**src/hdl/chan_gain_alarm_pkg.sv**
```systemverilog
// Purpose: Shared constants for the channel select, gain and alarm source
//          register bank.
// Assumes: 16-bit registers addressed by a 7-bit register address.
// Notes:   Each number is named once here and used by name elsewhere.
package chan_gain_alarm_pkg;
  // ==========================================================================
  // Register map
  localparam logic [6:0] OFS_CHAN_SELECT_LOWER = 7'h50;
  localparam logic [6:0] OFS_CHAN_SELECT_UPPER = 7'h51;
  localparam logic [6:0] OFS_INPUT_RANGE_GAIN = 7'h52;
  localparam logic [6:0] OFS_ALARM_CLEAR_SOURCE = 7'h53;
  localparam logic [15:0] RST_CHAN_SELECT_UPPER = 16'h0000;
  localparam logic [15:0] RST_INPUT_RANGE_GAIN = 16'hffff;
  localparam logic [15:0] RST_ALARM_CLEAR_SOURCE = 16'h0004;
  // Writable bits: upper select [14:12], alarm source [14:2].
  localparam logic [15:0] MASK_CHAN_SELECT_UPPER = 16'h7000;
  localparam logic [15:0] MASK_ALARM_CLEAR_SOURCE = 16'h7ffc;
  // ==========================================================================
  // Field positions
  localparam int POS_OVERTEMP_SOURCE = 2;
  localparam int POS_SOURCE_LOW = 3;
  localparam int POS_SOURCE_HIGH = 14;
  localparam int POS_DIFF_PAIR01 = 12;
  localparam int POS_DIFF_PAIR23 = 9;
  // ==========================================================================
  // Sequencer
  localparam int NUM_CHANNELS = 16;
  localparam int NUM_SLOTS = 18;
  localparam int NUM_OUTPUTS = 12;
  localparam logic [4:0] LAST_SLOT = 5'h11;
endpackage

```
**src/hdl/result_store.sv**
```systemverilog
// Purpose: Small result memory, one word per channel.
// Assumes: Single clock; write and read may happen in the same cycle.
// Notes:   Read data come out of a register one cycle after the request.
`timescale 1ns/1ps
`default_nettype none
module result_store #(
  parameter int WIDTH = 12,
  parameter int DEPTH = 16,
  parameter int AW = 4
) (
  input wire logic clk_sys,
  input wire logic rst_n,
  input wire logic wr_en,
  input wire logic [AW-1:0] wr_addr,
  input wire logic [WIDTH-1:0] wr_data,
  input wire logic rd_en,
  input wire logic [AW-1:0] rd_addr,
  output logic [WIDTH-1:0] rd_data
);
  logic [WIDTH-1:0] mem [DEPTH];

  always_ff @(posedge clk_sys) begin
    if (wr_en) begin
      mem[wr_addr] <= wr_data;
    end
  end

  always_ff @(posedge clk_sys or negedge rst_n) begin
    if (!rst_n) begin
      rd_data <= '0;
    end else if (rd_en) begin
      rd_data <= mem[rd_addr];
    end
  end
endmodule
`default_nettype wire

```
**src/hdl/chan_gain_alarm_regs.sv**
```systemverilog
// Purpose: Upper channel select, input range gain and alarm clear source
//          registers, with the conversion sequencer and output clear logic.
// Assumes: Register port, converter and alarm flags run on clk_sys.
// Notes:   The lower select register lives elsewhere and arrives as a port.
//
// What this block does
// Upper select bits 14..12 enable channels 13, 14, 15 for conversion.
// Sequencer visits lower bits 14..0, then upper bits 14..12.
// Channel 13..15 results stored per channel as unsigned binary.
// Gain register at 52h resets FFFFh; bit 15 is channel 0.
// Channel 0 gain bit doubles range for single-ended 0 and pair 0/1.
// Channel 2 gain bit, bit 13, covers single-ended 2 and pair 2/3.
// Gain bits for channels 1, 3, 4..15 cover their single channel.
// Alarm source register at 53h resets 0004h and gates clear sources.
// Source bits 14..5 map channels 0..3 and temperature low/high alarms.
// Bits 4, 3, 2 enable sensor faults and die over-temperature.
// Output cleared when source bit, auto-clear enable and flag are one.
// A masked alarm never forces any output clear.
// Alarm clear applies in both automatic and manual output mode.
// Alarm source bits 15, 1, 0 ignore writes and read zero.
// Die over-temperature ignores auto-clear enables and clears every output.
// Lower select holds channels 0..12 and two pair bits in 14..0.
// Upper select bits 15 and 11..0 read zero, ignore writes.
`timescale 1ns/1ps
`default_nettype none
module chan_gain_alarm_regs
  import chan_gain_alarm_pkg::*;
#(
  parameter int CODE_WIDTH = 12
) (
  input wire logic clk_sys,
  input wire logic rst_n,
  input wire logic reg_wr,
  input wire logic reg_rd,
  input wire logic [6:0] reg_addr,
  input wire logic [15:0] reg_wdata,
  output logic [15:0] reg_rdata,
  input wire logic [14:0] chan_select_lower,
  input wire logic conv_run,
  input wire logic conv_done,
  input wire logic [CODE_WIDTH-1:0] conv_code,
  output logic conv_start,
  output logic [3:0] conv_channel,
  output logic conv_diff,
  output logic conv_range_double,
  output logic [15:0] range_double_ch,
  input wire logic [14:2] alarm_flags,
  input wire logic [11:0] output_auto_clear_en,
  output logic [11:0] output_clear,
  input wire logic res_rd,
  input wire logic [3:0] res_addr,
  output logic [CODE_WIDTH-1:0] res_rdata
);
  // ==========================================================================
  // State
  typedef enum logic [1:0] {SCAN, WAIT} seq_t;
  typedef struct packed {
    logic [15:0] sel_upper;
    logic [15:0] gain;
    logic [15:0] src_mask;
    logic [15:0] rdata;
    logic [4:0] slot;
    seq_t seq;
    logic start;
    logic [3:0] channel;
    logic diff;
    logic range_dbl;
    logic [11:0] clr;
  } state_t;

  state_t st_reg;
  state_t st_next;
  logic res_we;

  // Slot order: lower bits 14..0 are slots 0..14, upper 14..12 are 15..17.
  function automatic logic [3:0] slot_chan(input logic [4:0] s);
    logic [3:0] c;
    c = 4'h0;
    unique case (s)
      5'h00, 5'h02: c = 4'h0;
      5'h01: c = 4'h1;
      5'h03, 5'h05: c = 4'h2;
      5'h04: c = 4'h3;
      default: c = 4'(s - 5'h02);
    endcase
    return c;
  endfunction

  function automatic logic slot_is_diff(input logic [4:0] s);
    return (s == 5'h02) || (s == 5'h05);
  endfunction

  // lower select decode
  // A pair bit only counts while both of its single-ended bits are clear.
  function automatic logic slot_on(input logic [4:0] s,
                                   input logic [14:0] lo,
                                   input logic [15:0] up);
    logic on;
    on = 1'b0;
    if (s == 5'h02) begin
      on = lo[POS_DIFF_PAIR01] & ~lo[14] & ~lo[13];
    end else if (s == 5'h05) begin
      on = lo[POS_DIFF_PAIR23] & ~lo[11] & ~lo[10];
    end else if (s < 5'h0f) begin
      on = lo[4'(5'h0e - s)];
    end else begin
      on = up[4'(5'h1d - s)];
    end
    return on;
  endfunction

  // ==========================================================================
  // Next state
  always_comb begin
    logic [11:0] clr_any;
    clr_any = '0;
    st_next = st_reg;
    st_next.start = 1'b0;
    res_we = 1'b0;
    if (reg_wr) begin
      unique case (reg_addr)
        // upper select
        // reserved bits
        OFS_CHAN_SELECT_UPPER:
          st_next.sel_upper = reg_wdata & MASK_CHAN_SELECT_UPPER;
        // gain write
        OFS_INPUT_RANGE_GAIN: st_next.gain = reg_wdata;
        // reserved bits
        OFS_ALARM_CLEAR_SOURCE:
          st_next.src_mask = reg_wdata & MASK_ALARM_CLEAR_SOURCE;
        default: ;
      endcase
    end
    if (reg_rd) begin
      unique case (reg_addr)
        OFS_CHAN_SELECT_UPPER: st_next.rdata = st_reg.sel_upper;
        OFS_INPUT_RANGE_GAIN: st_next.rdata = st_reg.gain;
        OFS_ALARM_CLEAR_SOURCE: st_next.rdata = st_reg.src_mask;
        default: st_next.rdata = 16'h0000;
      endcase
    end
    // slot walk
    unique case (st_reg.seq)
      SCAN: begin
        if (conv_run &&
            slot_on(st_reg.slot, chan_select_lower, st_reg.sel_upper)) begin
          st_next.start = 1'b1;
          st_next.channel = slot_chan(st_reg.slot);
          st_next.diff = slot_is_diff(st_reg.slot);
          // gain per channel
          // pair uses even gain
          // single channel gain
          st_next.range_dbl = st_reg.gain[4'hf - slot_chan(st_reg.slot)];
          st_next.seq = WAIT;
        end else if (conv_run) begin
          st_next.slot = (st_reg.slot == LAST_SLOT) ? 5'h00
                         : 5'(st_reg.slot + 5'h01);
        end
      end
      WAIT: begin
        if (conv_done) begin
          // result stored
          res_we = 1'b1;
          st_next.slot = (st_reg.slot == LAST_SLOT) ? 5'h00
                         : 5'(st_reg.slot + 5'h01);
          st_next.seq = SCAN;
        end
      end
    endcase
    // source to flag map
    // three-way and
    // masked alarm ignored
    // no mode term
    for (int i = POS_SOURCE_LOW; i <= POS_SOURCE_HIGH; i++) begin
      if (st_reg.src_mask[i] && alarm_flags[i]) begin
        clr_any = clr_any | output_auto_clear_en;
      end
    end
    // over-temperature source
    // clears all outputs
    if (st_reg.src_mask[POS_OVERTEMP_SOURCE] &&
        alarm_flags[POS_OVERTEMP_SOURCE]) begin
      clr_any = '1;
    end
    st_next.clr = clr_any;
  end

  // source reset value
  always_ff @(posedge clk_sys or negedge rst_n) begin
    if (!rst_n) begin
      st_reg <= '{sel_upper: RST_CHAN_SELECT_UPPER,
                  gain: RST_INPUT_RANGE_GAIN,
                  src_mask: RST_ALARM_CLEAR_SOURCE,
                  rdata: 16'h0000, slot: 5'h00, seq: SCAN,
                  start: 1'b0, channel: 4'h0, diff: 1'b0,
                  range_dbl: 1'b0, clr: 12'h000};
    end else begin
      st_reg <= st_next;
    end
  end

  // ==========================================================================
  // Outputs
  assign reg_rdata = st_reg.rdata;
  assign conv_start = st_reg.start;
  assign conv_channel = st_reg.channel;
  assign conv_diff = st_reg.diff;
  assign conv_range_double = st_reg.range_dbl;
  assign output_clear = st_reg.clr;
  for (genvar g = 0; g < NUM_CHANNELS; g++) begin : g_gain
    assign range_double_ch[g] = st_reg.gain[NUM_CHANNELS - 1 - g];
  end

  result_store #(.WIDTH(CODE_WIDTH), .DEPTH(NUM_CHANNELS), .AW(4)) u_store (
    .clk_sys(clk_sys),
    .rst_n(rst_n),
    .wr_en(res_we),
    .wr_addr(st_reg.channel),
    .wr_data(conv_code),
    .rd_en(res_rd),
    .rd_addr(res_addr),
    .rd_data(res_rdata)
  );
endmodule
`default_nettype wire

```
**config.mk**
```make
export PLATFORM = sky130hd
export DESIGN_NAME = chan_gain_alarm_regs
export DESIGN_NICKNAME = d
export VERILOG_FILES = /design/src/hdl/chan_gain_alarm_pkg.sv /design/src/hdl/result_store.sv /design/src/hdl/chan_gain_alarm_regs.sv
export SDC_FILE = /design/constraint.sdc
export NUM_CORES = 1
export LEC_CHECK = 0
export BUFFER_PORTS_ARGS = -buffer_cell sky130_fd_sc_hd__buf_4
export CORE_MARGIN = 5
export CORE_UTILIZATION = 58
export DETAILED_ROUTE_END_ITERATION = 8
export MAX_ROUTING_LAYER = met4
export PLACE_DENSITY = 0.89
export SLEW_MARGIN = 5
export SYNTH_ARGS = -nofsm -noshare
export SYNTH_HDL_FRONTEND = slang
export SYNTH_SLANG_ARGS = --single-unit
```
**constraint.sdc**
```tcl
create_clock -name clk_sys -period 4.1 [get_ports clk_sys]
set_clock_uncertainty 0.2 [all_clocks]
set_input_delay 0.82 -clock clk_sys [delete_from_list [all_inputs] [get_ports clk_sys]]
set_output_delay 0.82 -clock clk_sys [all_outputs]
set_load 0.02 [all_outputs]
```
==> impl_metrics.yaml <==
synthesis:
  synthCells: 704
  synth.largest_area_cell: "edfxtp_1"
  yosys_most_used_dff: "edfxtp_1"
  ys_types: 60
  async_reset_ff_share_pct: 30.7
  yosys.area.top_type_share_pct: 48.8
  syn-num-nets: 797
  ys_warn_count: 0
  synthTopCellsByArea: "edfxtp_1 49%, dfrtp_1 14%, mux4_2 12%, mux2_2 4.6%, dfstp_2 3.8%"
  synth-edff-count: 192
  ys_seq_area_share_pct: 66.9
  yosys_register_bits: 277
  syn_avg_cell_area_um2: 16.8
  syn-cell-area_um2: 11800
routing:
  vias_per_cell: 6.07
  drt_drc_violations_left: 0
  wl_per_cell_um: 24.0
  wirelength_um: 26700
  vias: 6742
  ant_nets: 0
  drt_iter0_drc: 515
  dr.pass1.iters: 5
grt:
  grt_pass1_vias: 7200
  grt_max_degree: 76
  grt_pass1_wl_um: 41800
  grt_use_total_pct: 23.8
  grt.overflow.total: 0
  antenna_found_initial: 0
sta:
  hold-worst-slack_ns: 0.224
  rsz0062_at_grt: "no"
  setup_tns_ns: 0
  fin_crit_ns: 3.19
  setup_viol: 0
  hold_viol_final: 0
  fin_crit_sh_pct: 77.7
  slew_headroom_pct: 30.4
  finalMaxSlewViolations: 0
  tightest_slew_ns: 1.04
  fmax_mhz: 314
floorplanning:
  die_x_um: 153
  core_um2: 20200
  io_pins: 149
  fp.dieArea_um2: 23300
  fp-row-count: 52
  start_util_pct: 58.6
  die_y_um: 153
power_and_ir_drop:
  switching_share_pct: 28.6
  p_leak_uw: 0.00528
  power_uw: 7580
  power.internal_uw: 5410
  power.switching_uw: 2170
  powerDensity_nw_per_um2: 546
  pwr-share-clk_pct: 33.2
  vdd_ir_drop_max_uv: 481
  power.share.sequential_pct: 45.3
  p_comb_share_pct: 21.5
layout:
  diodes: 0
  fin_area_um2: 13900
  drive_gt1_share_pct: 41.9
  area_delta_synth_final_pct: 17.3
  fin_nets: 912
  largest_reg_flops: 192
setup_path:
  critPathLaunchType: "flip-flop"
  r2r-end: "st_reg[24]"
  criticalPathCategory: "reg -> reg"
  cp_cell_sequence: "inv_1, ha_1, mux2i_1, nor2_1, a311oi_1, a311oi_1, o31ai_2, buf_4, inv_2, nor2_4, mux2_4"
  r2r_slack_ns: 0.91
  endpoint_kind: "flip-flop"
  worst_ep_arrival_time_ns: 3.40
  cp_max_fo: 11
  r2r-start: "st_reg[22]"
  slowest_stage: "dfrtp_1"
  r2r_cells: 11
  crit_required_ns: 4.31
  cpMostUsedCell: "a311oi_1"
  crit_path_max_incr_delay_ns: 0.53
place:
  gp_congestion: 0.914
  placed_area_um2: 12900
  port_buffers: 148
  dp_hpwl_um: 17200
outcome:
  outcome: "finished clean"
clocking:
  cts.sinks: 277
  clk_latency_ns: 0.53
  cts_tree: "yes"
  cts_buffers: 28
  htree_levels: 1
  clockRootBuffer: "clkbuf_16"
  post_cts_buffers: 0
  hold_buffers: 0
  path_clk_slew_ns: 0.06
  clockBufferDepth: 3
  post_cts_resized: 0
job:
  drv_cap: 0
hold_path:
  min_path_type: "in -> async"
worst max path at each step:
| stage | cells past startpoint | slack (ns) | endpoint | startpoint |
|---|---|---|---|---|
| CTS | 11 | 0.92 | st_reg[24] | st_reg[22] |
| floorplan | 13 | 1.16 | st_reg[24] | st_reg[21] |
| global route | 11 | 0.68 | st_reg[24] | st_reg[22] |
| detailed placement | 5 | 0.91 | u_store.rd_data[4] | res_addr[0] |
| global placement | 5 | 0.97 | u_store.rd_data[3] | res_addr[0] |
| finish | 11 | 0.91 | st_reg[24] | st_reg[22] |
per-layer routing:
layer | wire (um) | track usage, % | vias to the layer above | part of all wire [%]
li1 | - | - | 2926 | -
met5 | 0 | - | - | 0
met1 | 10500 | 31.4 | 3434 | 39
met4 | 612 | 5.85 | 0 | 2.3
met2 | 13700 | 39.3 | 332 | 51
met3 | 1890 | 3.98 | 50 | 7.1
power groups by stage:
stage	sequential (uW)	clock, uW	combinational, uW
4_1_cts	3430	2560	1620
3_5_place_dp	3480	0	1620
3_3_place_gp	3470	0	1570
6_report	3430	2520	1630
5_1_grt	3460	2700	1790
2_1_floorplan	3390	0	1230
metrics by stage:
stage               std cells  setup WS [ns]  util, %
global route             1111          0.676     68.8
CTS                      1111          0.918     68.8
global placement         1059          0.973     64.2
finish                   1111          0.914     68.8
detailed placement       1059          0.912     64.2
floorplan                 704           1.16        -
area by class of cell:
| type | instances | area, um2 |
|---|---|---|
| fillers | 1312 | 6290 |
| repair buffers | 167 | 1270 |
| clock buffers | 45 | 858 |
| well taps | 270 | 338 |
| multi-input cells | 320 | 3330 |
| inverters | 25 | 93.8 |
| flip-flops and latches | 277 | 7910 |
| clock inverters | 7 | 77.6 |
critical path: cells and delay by family (launching register included):
| family | cells | cell delay, ns |
|---|---|---|
| flip-flops | 1 | 0.53 |
| adder cells (fa/ha/maj) | 1 | 0.46 |
| multiplexers | 2 | 0.51 |
| buffers and inverters | 3 | 0.48 |
| AO/OA/AOI/OAI | 3 | 0.71 |
| AND/OR/NAND/NOR | 2 | 0.18 |
logic make-up after synthesis:
family                     share of synthesized area (%)
adders and majority gates                          0.741
buffers and inverters                               5.31
and+or+nand+nor                                     4.08
AOI/OAI and AO/OA                                   5.77
DFF                                                 66.9
muxes                                               17.0
xor gates and xnor gates                           0.222
synth_stat cells, drive strengths merged, types with 11 or more instances:
library cell	instances
dfstp	17
mux2	49
buf	66
a21o	13
a22oi	14
nand2	26
o22ai	15
nand3	11
mux4	63
dfrtp	68
edfxtp	192
nor2	29
inv	25
clkbuf	16
o21ai	17
cell usage in the layout, fill, tap and decap left out, types with 9 or more instances in the layout:
cell and instances:
clkbuf_8 9, buf_4 166, mux4_2 63, a22oi_1 14, o21ai_0 10, o22ai_1 15, nand2_1 26, dfrtp_1 68
nor2_1 25, mux2_2 48, nand3_1 11, inv_1 24, dfstp_2 17, a21o_1 13, clkbuf_16 28, edfxtp_1 192
Power figures use the tool's default switching activity.
